**config.mk**
```make
export PLATFORM = sky130hd
export DESIGN_NAME = cs_unit
export DESIGN_NICKNAME = d
export VERILOG_FILES = /design/src/cs_unit_pkg.sv /design/src/wait_gen.sv /design/src/cs_unit.sv
export VERILOG_INCLUDE_DIRS = /design/src
export SDC_FILE = /design/constraint.sdc
export NUM_CORES = 1
export LEC_CHECK = 0
export ABC_AREA = 1
export BUFFER_PORTS_ARGS = -buffer_cell sky130_fd_sc_hd__buf_2
export CAP_MARGIN = 20
export CORE_ASPECT_RATIO = 1.75
export CORE_MARGIN = 3
export CORE_UTILIZATION = 53
export CTS_BUF_LIST = sky130_fd_sc_hd__clkbuf_16
export DETAILED_ROUTE_END_ITERATION = 12
export GPL_ROUTABILITY_DRIVEN = 1
export GPL_TIMING_DRIVEN = 0
export PLACE_DENSITY_LB_ADDON = 0.1
export SLEW_MARGIN = 20
export SYNTH_ARGS = -nofsm -noshare
export SYNTH_HDL_FRONTEND = slang
export SYNTH_HIERARCHICAL = 1
export SYNTH_SLANG_ARGS = --single-unit
```
**constraint.sdc**
```tcl
create_clock -name clk -period 2.1 [get_ports clk]
set_input_delay 0.42 -clock clk [delete_from_list [all_inputs] [get_ports clk]]
set_output_delay 0.42 -clock clk [all_outputs]
set_load 0.02 [all_outputs]
```
**src/cs_unit_defines.svh**
```systemverilog
// constants and register map of the chip-select and wait-state unit
// ****************************************************************
// Contract
// - upper select covers a block ending at FFFFFh; only its low bound is programmable.
// - two low ready-mode bits give upper-region wait state count.
// - lower select covers a block from address zero; upper bound programmable.
// - up to seven peripheral selects; indices 0 to 4 select on-board peripherals.
// - relocation register: escape trap 15, slave 14, mem/io 12, A19-A8 in 11-0.
// ****************************************************************
`ifndef CS_UNIT_DEFINES_SVH
`define CS_UNIT_DEFINES_SVH
`define ADDR_UPPER 3'h0
`define ADDR_LOWER 3'h1
`define ADDR_MID 3'h2
`define ADDR_MIDPER 3'h3
`define ADDR_PBASE 3'h4
`define ADDR_RELOC 3'h5
`define ADDR_STATUS 3'h6
`define RST_UPPER 16'hFFFB
`define RST_LOWER 16'h0000
`define RST_MID 16'h0000
`define RST_MIDPER 16'h0000
`define RST_PBASE 16'h0000
`define RST_RELOC 16'h40FF
`define RDY_INT_BIT 2
`define EXPAND_BIT 7
`define SPACE_BIT 6
`define ET_BIT 15
`define SLAVE_BIT 14
`define RELOC_MIO_BIT 12
`define ADDR_TOP 20'hFFFFF
`define PSEL_EXT_READY 4
`define PSEL_BLOCK_SHIFT 7
`define BOUND_HI 15
`define BOUND_LO 6
`define BLOCK_LO 10
`define PAGE_LO 8
`define RELOC_HI 11
`define WAIT_HI 1
`endif

```
**src/cs_unit_pkg.sv**
```systemverilog
// types shared by the chip-select and wait-state unit
package cs_unit_pkg;
    typedef logic [15:0] reg16_t;
    typedef logic [19:0] addr_t;
    typedef enum logic [2:0] {
        ST_IDLE = 3'b001,
        ST_WAIT = 3'b010,
        ST_DONE = 3'b100
    } wait_state_t;
endpackage : cs_unit_pkg

```
**src/wait_gen.sv**
```systemverilog
// wait-state generator for one bus cycle
`include "cs_unit_defines.svh"
module wait_gen (
    // clock and reset
    input wire logic clk,
    input wire logic resetn,
    // cycle control
    input wire logic cycle_start,
    input wire logic [1:0] wait_count,
    input wire logic use_ext_ready,
    input wire logic ext_ready,
    // result
    output logic ready_out,
    output logic busy
);
    import cs_unit_pkg::*;
    wait_state_t state_reg, state_next;
    logic [1:0] cnt_reg, cnt_next;

    always_comb begin
        state_next = state_reg;
        cnt_next = cnt_reg;
        case (state_reg)
            ST_IDLE: begin
                if (cycle_start) begin
                    cnt_next = wait_count;
                    state_next = ST_WAIT;
                end
            end
            ST_WAIT: begin
                // count down first, then optionally hold for external ready
                if (cnt_reg != 2'h0) begin
                    cnt_next = cnt_reg - 2'h1;
                end else if (!use_ext_ready || ext_ready) begin
                    state_next = ST_DONE;
                end
            end
            ST_DONE: begin
                state_next = ST_IDLE;
            end
            default: begin
                state_next = ST_IDLE;
            end
        endcase
    end

    always_ff @(posedge clk or negedge resetn) begin
        if (!resetn) begin
            state_reg <= ST_IDLE;
            cnt_reg <= 2'h0;
        end else begin
            state_reg <= state_next;
            cnt_reg <= cnt_next;
        end
    end

    assign ready_out = (state_reg == ST_DONE);
    assign busy = (state_reg != ST_IDLE);
endmodule : wait_gen

```
**src/cs_unit.sv**
```systemverilog
// chip-select, ready-mode and control-block relocation unit
`include "cs_unit_defines.svh"
module cs_unit #(
    parameter int NUM_PSEL = 7
) (
    // clock and reset
    input wire logic clk,
    input wire logic resetn,
    // register port
    input wire logic [2:0] reg_addr,
    input wire cs_unit_pkg::reg16_t reg_wdata,
    input wire logic reg_wr,
    input wire logic reg_rd,
    output cs_unit_pkg::reg16_t reg_rdata,
    // processor bus cycle
    input wire cs_unit_pkg::addr_t cyc_addr,
    input wire logic cyc_start,
    input wire logic cyc_io,
    input wire logic ext_ready_pin,
    // selects and ready
    output logic upper_region_select_n,
    output logic lower_region_select_n,
    output logic [4:0] periph_select_n,
    output logic latched_a1,
    output logic latched_a2,
    output logic ctrl_block_hit,
    output logic cyc_ready
);
    import cs_unit_pkg::*;

    // ****************************************************************
    // registers
    // ****************************************************************
    reg16_t upper_reg, upper_next;
    reg16_t lower_reg, lower_next;
    reg16_t mid_reg, mid_next;
    reg16_t midper_reg, midper_next;
    reg16_t pbase_reg, pbase_next;
    reg16_t reloc_reg, reloc_next;
    reg16_t rdata_reg, rdata_next;

    always_comb begin
        upper_next = upper_reg;
        lower_next = lower_reg;
        mid_next = mid_reg;
        midper_next = midper_reg;
        pbase_next = pbase_reg;
        reloc_next = reloc_reg;
        if (reg_wr) begin
            case (reg_addr)
                `ADDR_UPPER: upper_next = reg_wdata;
                `ADDR_LOWER: lower_next = reg_wdata;
                // kept only so software can read it back; selects never use it
                `ADDR_MID: mid_next = reg_wdata;
                `ADDR_MIDPER: midper_next = reg_wdata;
                `ADDR_PBASE: pbase_next = reg_wdata;
                `ADDR_RELOC: reloc_next = reg_wdata;
                default: begin
                end
            endcase
        end
    end

    // ****************************************************************
    // decode
    // ****************************************************************
    logic upper_hit, lower_hit, reloc_hit;
    logic [NUM_PSEL-1:0] psel_hit;
    logic [9:0] upper_base;
    logic [9:0] lower_limit;
    logic [19:0] pblock_base;
    logic [2:0] psel_idx;
    logic sync1_reg, sync2_reg;
    logic wg_busy;

    // block size follows directly from the whole bound field, compared against address bits 19 to 10
    assign upper_base = upper_reg[`BOUND_HI:`BOUND_LO];
    assign lower_limit = lower_reg[`BOUND_HI:`BOUND_LO];
    // the top end is fixed, so the programmed low bound is compared along with the constant ADDR_TOP
    assign upper_hit = !cyc_io && (cyc_addr[19:`BLOCK_LO] >= upper_base)
        && (cyc_addr <= `ADDR_TOP);
    assign lower_hit = !cyc_io && (cyc_addr[19:`BLOCK_LO] <= lower_limit);
    assign pblock_base = {pbase_reg[`BOUND_HI:`BOUND_LO], 10'h000};
    assign psel_idx = cyc_addr[`PSEL_BLOCK_SHIFT +: 3];
    assign reloc_hit = (cyc_io != reloc_reg[`RELOC_MIO_BIT])
        && (cyc_addr[19:`PAGE_LO] == reloc_reg[`RELOC_HI:0]);

    genvar gi;
    generate
        for (gi = 0; gi < NUM_PSEL; gi++) begin : g_psel
            // select space follows the mem/io space bit
            assign psel_hit[gi] = (cyc_io == !midper_reg[`SPACE_BIT])
                && (cyc_addr[19:`BLOCK_LO] == pblock_base[19:`BLOCK_LO])
                && (psel_idx == 3'(gi));
        end
    endgenerate

    // ****************************************************************
    // wait states and ready
    // ****************************************************************
    logic [1:0] wsel_count;
    logic wsel_ext;
    always_comb begin
        wsel_count = 2'h0;
        wsel_ext = 1'b0;
        if (psel_hit[`PSEL_EXT_READY]) begin
            // this select waits for the pin as well, whatever its ready-mode bit says
            wsel_count = midper_reg[`WAIT_HI:0];
            wsel_ext = 1'b1;
        end else if ((|psel_hit[NUM_PSEL-1:`PSEL_EXT_READY+1])
                && midper_reg[`EXPAND_BIT]) begin
            // the two top selects take their wait states from midper_reg only while the expand bit is set
            wsel_count = midper_reg[`WAIT_HI:0];
            wsel_ext = !midper_reg[`RDY_INT_BIT];
        end else if (|psel_hit) begin
            wsel_count = pbase_reg[`WAIT_HI:0];
            wsel_ext = !pbase_reg[`RDY_INT_BIT];
        end else if (upper_hit) begin
            wsel_count = upper_reg[`WAIT_HI:0];
            wsel_ext = !upper_reg[`RDY_INT_BIT];
        end else if (lower_hit) begin
            wsel_count = lower_reg[`WAIT_HI:0];
            wsel_ext = !lower_reg[`RDY_INT_BIT];
        end
    end

    wait_gen u_wait (
        .clk(clk),
        .resetn(resetn),
        .cycle_start(cyc_start),
        .wait_count(wsel_count),
        .use_ext_ready(wsel_ext),
        .ext_ready(sync2_reg),
        .ready_out(cyc_ready),
        .busy(wg_busy)
    );

    // ****************************************************************
    // outputs and read path
    // ****************************************************************
    logic up_sel_next, lo_sel_next, a1_next, a2_next, crb_next;
    logic [4:0] ps_next;
    logic up_sel_reg, lo_sel_reg, a1_reg, a2_reg, crb_reg;
    logic [4:0] ps_reg;
    always_comb begin
        up_sel_next = !upper_hit;
        lo_sel_next = !lower_hit;
        ps_next = ~psel_hit[4:0];
        crb_next = reloc_hit;
        // latched_a1 and latched_a2 take address bits 1 and 2 at every cycle start, whatever the expand bit
        a1_next = cyc_start ? cyc_addr[1] : a1_reg;
        a2_next = cyc_start ? cyc_addr[2] : a2_reg;
        // read data stand one cycle after the strobe and read zero otherwise
        rdata_next = 16'h0000;
        if (reg_rd) begin
            case (reg_addr)
                `ADDR_UPPER: rdata_next = upper_reg;
                `ADDR_LOWER: rdata_next = lower_reg;
                `ADDR_MID: rdata_next = mid_reg;
                `ADDR_MIDPER: rdata_next = midper_reg;
                `ADDR_PBASE: rdata_next = pbase_reg;
                `ADDR_RELOC: rdata_next = reloc_reg;
                `ADDR_STATUS: rdata_next = {7'h00, wg_busy, 1'b0, ~ps_reg, up_sel_reg, lo_sel_reg};
                default: rdata_next = 16'h0000;
            endcase
        end
    end

    always_ff @(posedge clk or negedge resetn) begin
        if (!resetn) begin
            upper_reg <= `RST_UPPER;
            lower_reg <= `RST_LOWER;
            mid_reg <= `RST_MID;
            midper_reg <= `RST_MIDPER;
            pbase_reg <= `RST_PBASE;
            reloc_reg <= `RST_RELOC;
            rdata_reg <= 16'h0000;
            up_sel_reg <= 1'b1;
            lo_sel_reg <= 1'b1;
            ps_reg <= 5'h1F;
            a1_reg <= 1'b0;
            a2_reg <= 1'b0;
            crb_reg <= 1'b0;
        end else begin
            upper_reg <= upper_next;
            lower_reg <= lower_next;
            mid_reg <= mid_next;
            midper_reg <= midper_next;
            pbase_reg <= pbase_next;
            reloc_reg <= reloc_next;
            rdata_reg <= rdata_next;
            up_sel_reg <= up_sel_next;
            lo_sel_reg <= lo_sel_next;
            ps_reg <= ps_next;
            a1_reg <= a1_next;
            a2_reg <= a2_next;
            crb_reg <= crb_next;
        end
    end

    // ****************************************************************
    // ready pin synchroniser
    // ****************************************************************
    // the pin is asynchronous: only the second flop feeds the wait generator
    always_ff @(posedge clk or negedge resetn) begin
        if (!resetn) begin
            sync1_reg <= 1'b0;
            sync2_reg <= 1'b0;
        end else begin
            sync1_reg <= ext_ready_pin;
            sync2_reg <= sync1_reg;
        end
    end

    assign reg_rdata = rdata_reg;
    assign upper_region_select_n = up_sel_reg;
    assign lower_region_select_n = lo_sel_reg;
    assign periph_select_n = ps_reg;
    assign latched_a1 = a1_reg;
    assign latched_a2 = a2_reg;
    assign ctrl_block_hit = crb_reg;
endmodule : cs_unit

```
Yosys cells after proc, flatten, opt, wreduce, memory -nomap -nowiden
Cells that the tools add are included.
{ "op_classes": {"eq_ne": 24, "n_mux": 19, "n_reduce_logical": 37, "add_sub_neg": 1, "bitwise_logic": 2, "magnitude_cmp": 3} }
{ "op_table": {"columns": ["operator", "n"], "rows": [
  ["16-bit one-hot mux with 7 select lines", 1],
  ["3-bit == test, second input constant", 7],
  ["20-bit less-or-equal comparator, second input constant", 1],
  ["16-bit 2-to-1 mux", 1],
  ["3-bit by 2-bit == test with 1-bit output, second input constant", 5],
  ["2-bit 2-to-1 mux", 7],
  ["1-bit logical AND", 13],
  ["12-bit == test", 1],
  ["2-bit AND reduction", 6],
  ["10-bit == test", 1],
  ["10-bit >= comparator", 1],
  ["10-bit less-or-equal comparator", 1],
  ["5-bit NOT", 2],
  ["3-bit by 1-bit == test with 1-bit output, second input constant", 3],
  ["1-bit logical NOT", 9],
  ["3-bit 2-to-1 mux", 3],
  ["7-bit OR reduction", 1],
  ["3-bit logical NOT", 2],
  ["3-bit one-hot mux with 2 select lines", 1],
  ["3-bit AND reduction", 2],
  ["1-bit 2-to-1 mux", 5],
  ["2-bit by 1-bit inequality test with 1-bit output, second input constant", 2],
  ["2-bit inequality test, second input constant", 2],
  ["2-bit one-hot mux with 2 select lines", 1],
  ["other kinds (7)", 8]
]} }
{ "totals": {"wordCells": 103, "regBits": 129, "in_bits": 46, "output_inout_bits": 27} }

Depth between registers and ports, before layout
Gate-level depths: netlist (run 1).
{ "depth": {"word_depth": 13, "depth_mapped": 19, "depth_no_buf": 19} }

Modules after synthesis
Netlist (run 1), hierarchy kept.
{ "by_module_without_submodules": {"columns": ["module", "cells_per_inst", "seq_area_each_um2", "instances", "area_each_um2"], "rows": [
  ["cs_unit", 731, 3141.8, 1, 6179.7],
  ["wait_gen", 42, 126.4, 1, 309.0]
]} }

Least setup slack after synthesis (run 1)
Ideal clock, no wire load.
{ "synth_path": {"kind": "flip-flop to flip-flop", "from": "reg upper_reg[11]", "to": "reg u_wait.state_reg[2]", "setup_slack_ns": 0.095, "arrival_time_ns": 1.891, "n_path_buf": 0, "setup_time_ns": 0.114, "t_required_ns": 1.986, "path_stages_with_launch": 19, "period_less_slack_ns": 2.005, "cell_sequence": "dfstp_2 > inv_1 > ha_1 > nand2_1 > inv_1 > nand2_1 > nand2_1 > nand2_1 > nand3_1 > nor2_1 > nand3_1 > nand2_1 > nand2_1 > nand2_1 > inv_1 > o21ai_0 > nand2_1 > nand3_1 > inv_1"} }
{ "synth_via": {"elab_chain_len": 11} }
{ "synth_lines": {"columns": ["item", "line", "text"], "rows": [
  ["from (decl)", "cs_unit.sv:34", "reg16_t upper_reg, upper_next;"],
  ["from (signal assigned)", "cs_unit.sv:171", "upper_reg <= `RST_UPPER;"],
  ["from (signal assigned)", "cs_unit.sv:185", "upper_reg <= upper_next;"],
  ["10-bit >= comparator", "cs_unit.sv:80", "assign upper_hit = !cyc_io && (cyc_addr[19:`BLOCK_LO] >= upper_base)"],
  ["1-bit logical AND (2 in a row)", "cs_unit.sv:80", null],
  ["1-bit 2-to-1 mux", "cs_unit.sv:118", "end else if (upper_hit) begin"],
  ["1-bit 2-to-1 mux", "cs_unit.sv:115", "end else if (|psel_hit) begin"],
  ["1-bit 2-to-1 mux", "cs_unit.sv:110", "end else if ((|psel_hit[NUM_PSEL-1:`PSEL_EXT_READY+1])"],
  ["1-bit 2-to-1 mux", "cs_unit.sv:106", "if (psel_hit[`PSEL_EXT_READY]) begin"],
  ["named net wsel_ext", "cs_unit.sv:102", "logic wsel_ext;"],
  ["1-bit logical NOT", "wait_gen.sv:34", "end else if (!use_ext_ready || ext_ready) begin"],
  ["1-bit logical OR", "wait_gen.sv:34", null],
  ["2-bit by 1-bit inequality test with 1-bit output (no line)", null, null],
  ["3-bit AND reduction (no line)", null, null],
  ["to (signal assigned)", "wait_gen.sv:52", "state_reg <= state_next;"],
  ["to (decl)", "wait_gen.sv:17", "wait_state_t state_reg, state_next;"]
]} }
The timed path passes the listed nets, and every way through them passes these cells.
A chain may end at the register's enable or synchronous reset.

Worst setup path after layout (run 1)
{ "layout_path": {"from": "reg upper_reg[11]", "to": "reg u_wait.cnt_reg[1]"} }
{ "layout_via": {"elab_chain_len": 9} }
{ "layout_lines": {"columns": ["item", "line", "text"], "rows": [
  ["10-bit >= comparator", "cs_unit.sv:80", null],
  ["1-bit logical AND (2 in a row)", "cs_unit.sv:80", null],
  ["2-bit 2-to-1 mux", "cs_unit.sv:118", null],
  ["2-bit 2-to-1 mux", "cs_unit.sv:115", null],
  ["2-bit 2-to-1 mux", "cs_unit.sv:110", null],
  ["2-bit 2-to-1 mux", "cs_unit.sv:106", null],
  ["named net wsel_count[1]", "cs_unit.sv:101", "logic [1:0] wsel_count;"],
  ["2-bit 2-to-1 mux", "wait_gen.sv:25", "if (cycle_start) begin"],
  ["2-bit one-hot mux with 2 select lines", "wait_gen.sv:23", "case (state_reg)"],
  ["to (signal assigned)", "wait_gen.sv:53", "cnt_reg <= cnt_next;"],
  ["to (decl)", "wait_gen.sv:18", "logic [1:0] cnt_reg, cnt_next;"]
]} }
The timed path passes the listed nets, and every way through them passes these cells. The select of a mux whose other input is x is not followed.

==> results of run 1 <==
[cell families (layout without fill, tap and decap cells)]
group	after synthesis	after routing	share of synthesized area (%)
adders and majority gates	21	21	4.049
AOI/OAI and AO/OA	176	176	15.58
DFF	129	129	50.37
buffers and inverters	120	225	7.983
muxes	2	2	0.3471
and+or+nand+nor	318	318	20.73
xor gates and xnor gates	7	7	0.9449
[worst max-delay path by stage]
stage	startpoint	to	slack (ns)	depth (start not counted)
6_report	upper_reg[11]	u_wait/cnt_reg[1]	-0.04	17
5_1_grt	upper_reg[11]	u_wait/cnt_reg[1]	-0.20	17
4_1_cts	upper_reg[14]	u_wait/state_reg[1]	-0.01	15
3_5_place_dp	cyc_addr[19]	u_wait/state_reg[1]	-0.35	14
3_3_place_gp	resetn	reg_rdata[14]	-1.00	1
2_1_floorplan	upper_reg[11]	u_wait/state_reg[2]	0.1	18
[power by group]
part / switching [W] / internal [W] / leakage, nW
clock network: 0.00118 / 0.00151 / 0.260
logic: 0.00108 / 0.000652 / 1.96
registers: 0.000319 / 0.00299 / 1.57
[timing repair]
action | 4_1_cts | 5_1_grt
pin swaps | 15 | 15
resized for setup | 27 | 19
setup buffers | 1 | 5
setup endpoints to repair | 4 | 4
[metrics by stage]
stage / hold slack [ns] / total power [W]
floorplan: 0.1244 / 0.004288
global placement: 0.3354 / 0.004757
detailed placement: 0.3385 / 0.004851
CTS: 0.07670 / 0.007625
global route: 0.08846 / 0.008140
finish: 0.05306 / 0.007742
[critical path, cell delays in order (launching register included)]
cell and delay, ns:
dfstp_2 0.54, inv_2 0.05, ha_4 0.23, a21oi_2 0.16, nand2_1 0.09, nand2_2 0.08, nand3_4 0.14, buf_4 0.18
nand3_2 0.05, nand2_1 0.04, inv_1 0.05, nand2_1 0.04, nand2_1 0.07, nand2_2 0.08, nand2_2 0.08, o21ai_2 0.05
nand2_1 0.06, nand2_1 0.05
[cell type report]
class	count	area [um^2]
Clock buffer	17	425.4
Multi-Input combinational cell	524	2894
Inverter	95	362.8
Clock inverter	15	110.1
Fill cell	1016	3945
Timing Repair Buffer	73	412.9
Tap cell	162	202.7
Buffer	25	155.1
Sequential cell	129	3268
[routing by layer]
layer,routed length [um],vias to the layer above
met1,7401,2802
met3,1451,86
li1,-,2722
met4,1573,0
met5,0,-
met2,10530,282
[synthesized netlist by cell type (2+ instances only)]
cell,n
o21ai_1,48
nand2_1,229
o21ai_0,66
buf_2,14
a41oi_1,6
a22oi_1,3
xor2_1,3
o21a_1,2
nor2_2,5
o22ai_1,10
nand2_4,3
clkbuf_1,2
a21o_1,2
mux2_2,2
a21oi_1,22
buf_6,4
inv_2,6
nor2_1,33
a41oi_2,3
nand2_2,10
nand3_1,24
nand3_2,3
nand4_1,6
clkbuf_2,2
a211oi_1,5
xnor2_1,4
dfstp_2,32
inv_1,86
ha_1,21
inv_4,2
buf_4,3
dfrtp_1,97
a221oi_1,6
==> flow_summary.ini, run 1 <==
[floorplanning]
die_width_um = 89.64
core_mm2 = 0.01178
num_rows = 52
io_pins = 73
chipHeight_um = 152.4
initial_core_util_pct = 55.10
die-area_mm2 = 0.01366

[routing]
drt-initial-drc-count = 491
ant_nets = 0
route.detailed.drc = 0
viasPerCell = 5.665
firstDrtPassIters = 5
wl_per_cell_um = 20.15
wirelength_um = 20960
vias = 5892

[placement]
port_buffers = 66
dp_hpwl_um = 14820
place_inst = 1002
globalplace.congestion = 1.049
dpl_worst_slack_ns = -0.3528
dpl-instance-area_mm2 = 0.007056

[clock_tree]
h-tree-depth = 4
clk_pin_slew_ns = 0.06
hold_buffers = 0
clock_latency_ns = 0.42
cts_made_buffers = 17
clock_path_buffers = 2
cts_tree = built
cts.sinks = 129
root_buffer = clkbuf_16

[logic_synthesis]
synth.net_count = 840
yosysSeqAreaShare_pct = 50.37
synth_top_cell_by_area = dfrtp_1
synth_top_area_share_pct = 37.41
synth_seq_cells = 129
syn-instance-count = 773
async_reset_ff_share_pct = 100.0
postSynthAreaPerCell_um2 = 8.394
synth_edf_count = 0
yosysWarnings = 6
ys_types = 42
syn-cell-area_mm2 = 0.006489
synth_ff_type = dfrtp_1
ys_top_cells_by_area = dfrtp_1 37%, nand2_1 13%, dfstp_2 13%

[sta]
rsz0062_at_grt = true
slew_headroom_pct = 41.68
tightest_slew_ns = 0.8748
setup_slack_ns = -0.03646
finalCritPeriodShare_pct = 101.7
layout_min_cycle_time_ns = 2.136
setup_violations = 4
fin_skew_ns = 0.008399
fin_setup_tns_ns = -0.07326
max_freq_mhz = 468.1
hold_violations = 0
slew_violations = 0

[global_route]
grt_usage_pct = 32.14
grt.met3_usage_pct = 8.279
grt_pass1_vias = 5975
grt.overflow.total = 0
met1_usage_pct = 36.63
antenna_found_initial = 0
grt_pass1_wl_um = 32010
grt_max_degree = 82
busiest_layer = met2
grtUsageMet2_pct = 51.05

[hold_path]
hp-class = in2async

[setup_path]
required_ns = 2.42
worst-setup-path-type = reg2reg
endpoint_kind = flop
r2r_cells = 17
reg2reg_from = upper_reg[11]
crit_path_start_kind = flop
crit_arrival_ns = 2.45
rr_endpoint = u_wait/cnt_reg[1]
cp_max_fo = 6
rrSetupSlack_ns = -0.04

[finish]
area_delta_synth_final_pct = 20.69
nNetsFinal = 932
finalNonFillerCells = 1040
final_core_util_pct = 66.50
drive_above_1_share_pct = 26.31
final_cell_mix = 221 x nand2_1, 97 x dfrtp_1, 80 x inv_1
final_area_mm2 = 0.007831
layout_commonest_cell = nand2_1
diodes = 0

[power]
p_leak_nw = 3.791
vdd_drop_max_uv = 639.0
power-per-cell-area_mw_per_mm2 = 988.5

[run_status]
status = finished, violations left
violations = setup timing

[flow_run]
maxCapViolCount = 0
(Power assumes the default switching activity.)
==> run 2, diff against run 1 <==
--- a/config.mk
+++ b/config.mk
@@ -7,13 +7,13 @@
 export NUM_CORES = 1
 export LEC_CHECK = 0
 export ABC_AREA = 1
-export BUFFER_PORTS_ARGS = -buffer_cell sky130_fd_sc_hd__buf_2
 export CAP_MARGIN = 20
 export CORE_ASPECT_RATIO = 1.75
 export CORE_MARGIN = 3
-export CORE_UTILIZATION = 53
+export CORE_UTILIZATION = 56
 export CTS_BUF_LIST = sky130_fd_sc_hd__clkbuf_16
 export DETAILED_ROUTE_END_ITERATION = 12
+export DONT_BUFFER_PORTS = 1
 export GPL_ROUTABILITY_DRIVEN = 1
 export GPL_TIMING_DRIVEN = 0
 export PLACE_DENSITY_LB_ADDON = 0.1
==> flow_summary.ini, run 2 (synthesis results as in run 1) <==
[sta]
finalCritPeriodShare_pct = 102.5
layout_min_cycle_time_ns = 2.152
holdWs_ns = -0.3089
max_freq_mhz = 464.7
setup_violations = 2
fin_setup_tns_ns = -0.06345
fin_skew_ns = 0.006220
slew_violations = 0
hold_violations = 112
tightest_slew_ns = 0.9592
setup_slack_ns = -0.05193
rsz0062_at_grt = true
slew_headroom_pct = 36.05

[floorplanning]
core_mm2 = 0.01123
die_width_um = 87.37
die-area_mm2 = 0.01297
initial_core_util_pct = 57.78
io_pins = 73
chipHeight_um = 148.4
num_rows = 51

[routing]
drt-initial-drc-count = 594
firstDrtPassIters = 5
wirelength_um = 20130
met3_length_um = 1511
ant_nets = 0
wl_per_cell_um = 21.39
viasPerCell = 6.012
route.detailed.drc = 0
vias = 5657
wl_met1_um = 7072
routed.top_layer = met4
wl_met2_um = 10130

[finish]
layout_commonest_cell = nand2_1
nNetsFinal = 863
area_delta_synth_final_pct = 15.35
final_area_mm2 = 0.007485
fill_cells = 954
final_core_util_pct = 66.64
diodes = 0
drive_above_1_share_pct = 19.90
final_cell_mix = 222 x nand2_1, 97 x dfrtp_1, 81 x inv_1

[global_route]
grt.overflow.total = 0
grt_pass1_wl_um = 31290
grt_max_degree = 130
antenna_found_initial = 0
grt_usage_pct = 32.95
grt_pass1_vias = 5682

[placement]
dp_hpwl_um = 14290
port_buffers = 0
dpl-instance-area_mm2 = 0.006654
globalplace.congestion = 1.002

[setup_path]
critPathBufInv = 4
crit_path_start_kind = flop
worst-setup-path-type = reg2reg
path_depth = 17
required_ns = 2.41
path_delay_family = simple AND/OR/NAND/NOR gates
endpoint_kind = flop
crit_top_cell = nand2_1
crit_arrival_ns = 2.47
crit_slowest_cell = dfstp_2
reg2reg_from = upper_reg[14]
crit_path_start = upper_reg[14]
r2r_cells = 17
cp_max_fo = 6
max_stage_delay_ns = 0.53
path_cells = inv_1 > ha_4 > nand2_4 > nor2_4 > nand3_2 > nand3_4 > nand3_2 > nand2_1 > inv_1 > nand2_1 > nand2_1 > nand2_1 > inv_1 > o21ai_1 > nand2_1 > nand3_1 > inv_1

[flow_run]
maxCapViolCount = 0

[power]
p_comb_share_pct = 18.6
power-per-cell-area_mw_per_mm2 = 1056
intPower_w = 0.005459
p_leak_nw = 3.527
p_seq_share_pct = 42.8
switching_share_pct = 30.92
power_w = 0.007903
power.switching_w = 0.002444
vdd_drop_max_uv = 748.3
clkPwrFrac_pct = 38.6

[run_status]
violations = hold timing, setup timing
status = finished, violations left

[clock_tree]
clk_pin_slew_ns = 0.06
cts_tree = built
h-tree-depth = 4
clock_path_buffers = 2
cts.sinks = 129
root_buffer = clkbuf_16
clock_latency_ns = 0.42
cts_made_buffers = 17

[hold_path]
hp-class = in2async
run 2: area by class of cell:
cell class,count,area [um^2],share of cell area [%]
clock inverters,15,182.7,2.441
multi-input cells,524,2892,38.63
inverters,95,362.8,4.848
clock buffers,17,425.4,5.684
plain buffers,25,155.1,2.073
flip-flops and latches,129,3268,43.66
repair buffers,4,33.78,0.4514
well taps,132,165.2,2.207
run 2: power groups by stage:
stage          clock network (W)  logic (W)  registers (W)
3_3_place_gp                   0    0.00123        0.00339
2_1_floorplan                  0   0.000993        0.00329
5_1_grt                  0.00319    0.00168        0.00343
4_1_cts                  0.00306    0.00139        0.00337
6_report                 0.00305    0.00147        0.00339
3_5_place_dp                   0    0.00128        0.00341
run 2: repair_timing:
item                                    in CTS  in global routing
resized for setup                           28                 15
buffers inserted                             1                  3
pin swaps                                   15                 11
endpoints found under the setup margin       4                  4
cloned                                       0                  0
endpoints found under the hold margin      129                129
run 2: metal layers:
layer | global-route usage, % | vias to the layer above
li1 | - | 2579
met1 | 37.51 | 2715
met5 | 0 | -
met2 | 54.42 | 265
met3 | 7.650 | 98
met4 | 20.97 | 0
run 2: stage by stage:
| step | std cells | setup slack [ns] |
|---|---|---|
| after global routing | 941 | -0.1990 |
| after floorplan | 773 | 0.09517 |
| after CTS | 938 | 0.001110 |
| final | 941 | -0.05193 |
| after detailed placement | 905 | -0.3594 |
| after global placement | 905 | -0.2697 |
run 2: path summary, 6_finish.rpt:
check / endpoint / slack (ns)
min in group clk: sync1_reg / 0.03
max in group asynchronous: periph_select_n[4] / 2.05
hold reg to reg: sync2_reg / 0.35
setup reg to reg: u_wait/state_reg[2] / -0.05
hold / removal: latched_a2 / -0.31
setup / recovery: u_wait/state_reg[2] / -0.05
==> run 3, diff against run 2 <==
==> constraint.sdc (replaced) <==
create_clock -name clk -period 1.74 [get_ports clk]
set_input_delay 0.348 -clock clk [delete_from_list [all_inputs] [get_ports clk]]
set_output_delay 0.348 -clock clk [all_outputs]
set_load 0.02 [all_outputs]
==> flow_summary.ini, run 3 (synthesis results as in run 1) <==
[run_status]
status = finished, violations left
violations = hold timing, setup timing

[global_route]
grt_pass1_vias = 5783
grt.overflow.total = 0
grt_pass1_wl_um = 31110
grt_usage_pct = 32.88
antenna_found_initial = 0
grt_max_degree = 130

[setup_path]
max_stage_delay_ns = 0.54
path_cells = inv_2 > ha_4 > a21o_1 > nor2_4 > nand3_4 > nor2_1 > nand3_1 > nand2_1 > nand2_1 > nand2_1 > inv_1 > o21ai_1 > nand2_1 > nand3_1 > inv_1
worst-setup-path-type = reg2reg
crit_top_cell = nand2_1
crit_arrival_ns = 2.45
crit_slowest_cell = dfstp_2
crit_path_start_kind = flop
cp_max_fo = 5
required_ns = 2.06
endpoint_kind = flop

[floorplanning]
core_mm2 = 0.01123
chipHeight_um = 148.4
initial_core_util_pct = 57.78
io_pins = 73
die_width_um = 87.37
die-area_mm2 = 0.01297
num_rows = 51

[sta]
setup_violations = 5
fin_setup_tns_ns = -1.555
tightest_slew_ns = 1.042
fin_skew_ns = 0.005017
finalCritPeriodShare_pct = 122.8
holdWs_ns = -0.3789
hold_violations = 129
setup_slack_ns = -0.3962
max_freq_mhz = 468.1
slew_violations = 0
slew_headroom_pct = 30.54
rsz0062_at_grt = true
layout_min_cycle_time_ns = 2.136

[finish]
final_cell_mix = 225 x nand2_1, 97 x dfrtp_1, 81 x inv_1
area_delta_synth_final_pct = 13.46
final_area_mm2 = 0.007362
layout_commonest_cell = nand2_1
drive_above_1_share_pct = 18.40
nNetsFinal = 865
diodes = 0

[power]
power-per-cell-area_mw_per_mm2 = 1214
vdd_drop_max_uv = 1057
p_leak_nw = 3.483

[clock_tree]
clk_pin_slew_ns = 0.06
hold_buffers = 3
root_buffer = clkbuf_16
cts_made_buffers = 17
cts.sinks = 129
clock_latency_ns = 0.42
cts_tree = built
clock_path_buffers = 2
h-tree-depth = 4

[placement]
dpl-instance-area_mm2 = 0.006721
globalplace.congestion = 0.9906
dp_hpwl_um = 14480
port_buffers = 0

[routing]
wirelength_um = 20170
drt-initial-drc-count = 484
route.detailed.drc = 0
ant_nets = 0
viasPerCell = 5.983
wl_per_cell_um = 21.41
firstDrtPassIters = 6
vias = 5636

[flow_run]
maxCapViolCount = 0

[hold_path]
hp-class = in2async
## run 3: critical path, delay by kind of cell (launching register included)
kind / cells / cell delay, ns
AOI/OAI and AO/OA: 2 / 0.32
adders and majority gates: 1 / 0.25
buffers and inverters: 3 / 0.15
DFF: 1 / 0.54
and+or+nand+nor: 9 / 0.78
## run 3: area by class of cell
cell class / count / area (um^2)
buffer: 25 / 155.1
clock buffer: 17 / 425.4
clock inverter: 14 / 91.34
fill: 944 / 3869
inverter: 95 / 362.8
multi-input combinational: 524 / 2841
sequential: 129 / 3268
tap: 132 / 165.2
timing repair buffer: 6 / 52.55
## run 3: final timing paths
path	from	to	slack, ns	cells past startpoint
setup / recovery	upper_reg[15]	u_wait/state_reg[2]	-0.40	15
hold / removal	resetn	sync1_reg	-0.38	0
setup reg to reg	upper_reg[15]	u_wait/state_reg[2]	-0.40	15
hold reg to reg	sync1_reg	sync2_reg	0.36	0
max in group asynchronous	resetn	upper_reg[5]	1.89	0
min in group clk	cyc_addr[8]	periph_select_n[2]	0.01	1
## run 3: repair_timing
action | CTS | global route
pin swaps | 14 | 7
hold endpoints to repair | 132 | 129
setup endpoints to repair | 5 | 5
resized for setup | 12 | 6
setup buffers | 2 | 1
## run 3: stage by stage
step	std cells	setup slack (ns)	util [%]	hold WS, ns	total power [W]
floorplan	773	-0.1665	-	0.05241	0.005210
global placement	905	-0.4746	59.85	0.05546	0.005620
detailed placement	905	-0.5448	59.85	0.05582	0.005703
CTS	941	-0.3403	65.33	-0.3857	0.008915
global route	942	-0.5201	65.55	-0.3956	0.009402
finish	942	-0.3962	65.55	-0.3789	0.008935
## run 3: metal layers
metal  wire [um]  share of wire [%]  GRT usage, %
met1        6816                 34         36.60
met2       10100                 50         52.87
met3        1740                8.6         8.481
met4        1507                7.5         24.35
met5           0                  0             0
## run 3: where the power goes
group | total, W | internal (W) | switching (W) | leakage [nW]
clock | 0.00314 | 0.00180 | 0.00135 | 0.248
sequential | 0.00408 | 0.00361 | 0.000472 | 1.57
combinational | 0.00171 | 0.000675 | 0.00103 | 1.66
total | 0.00894 | 0.00609 | 0.00285 | 3.48
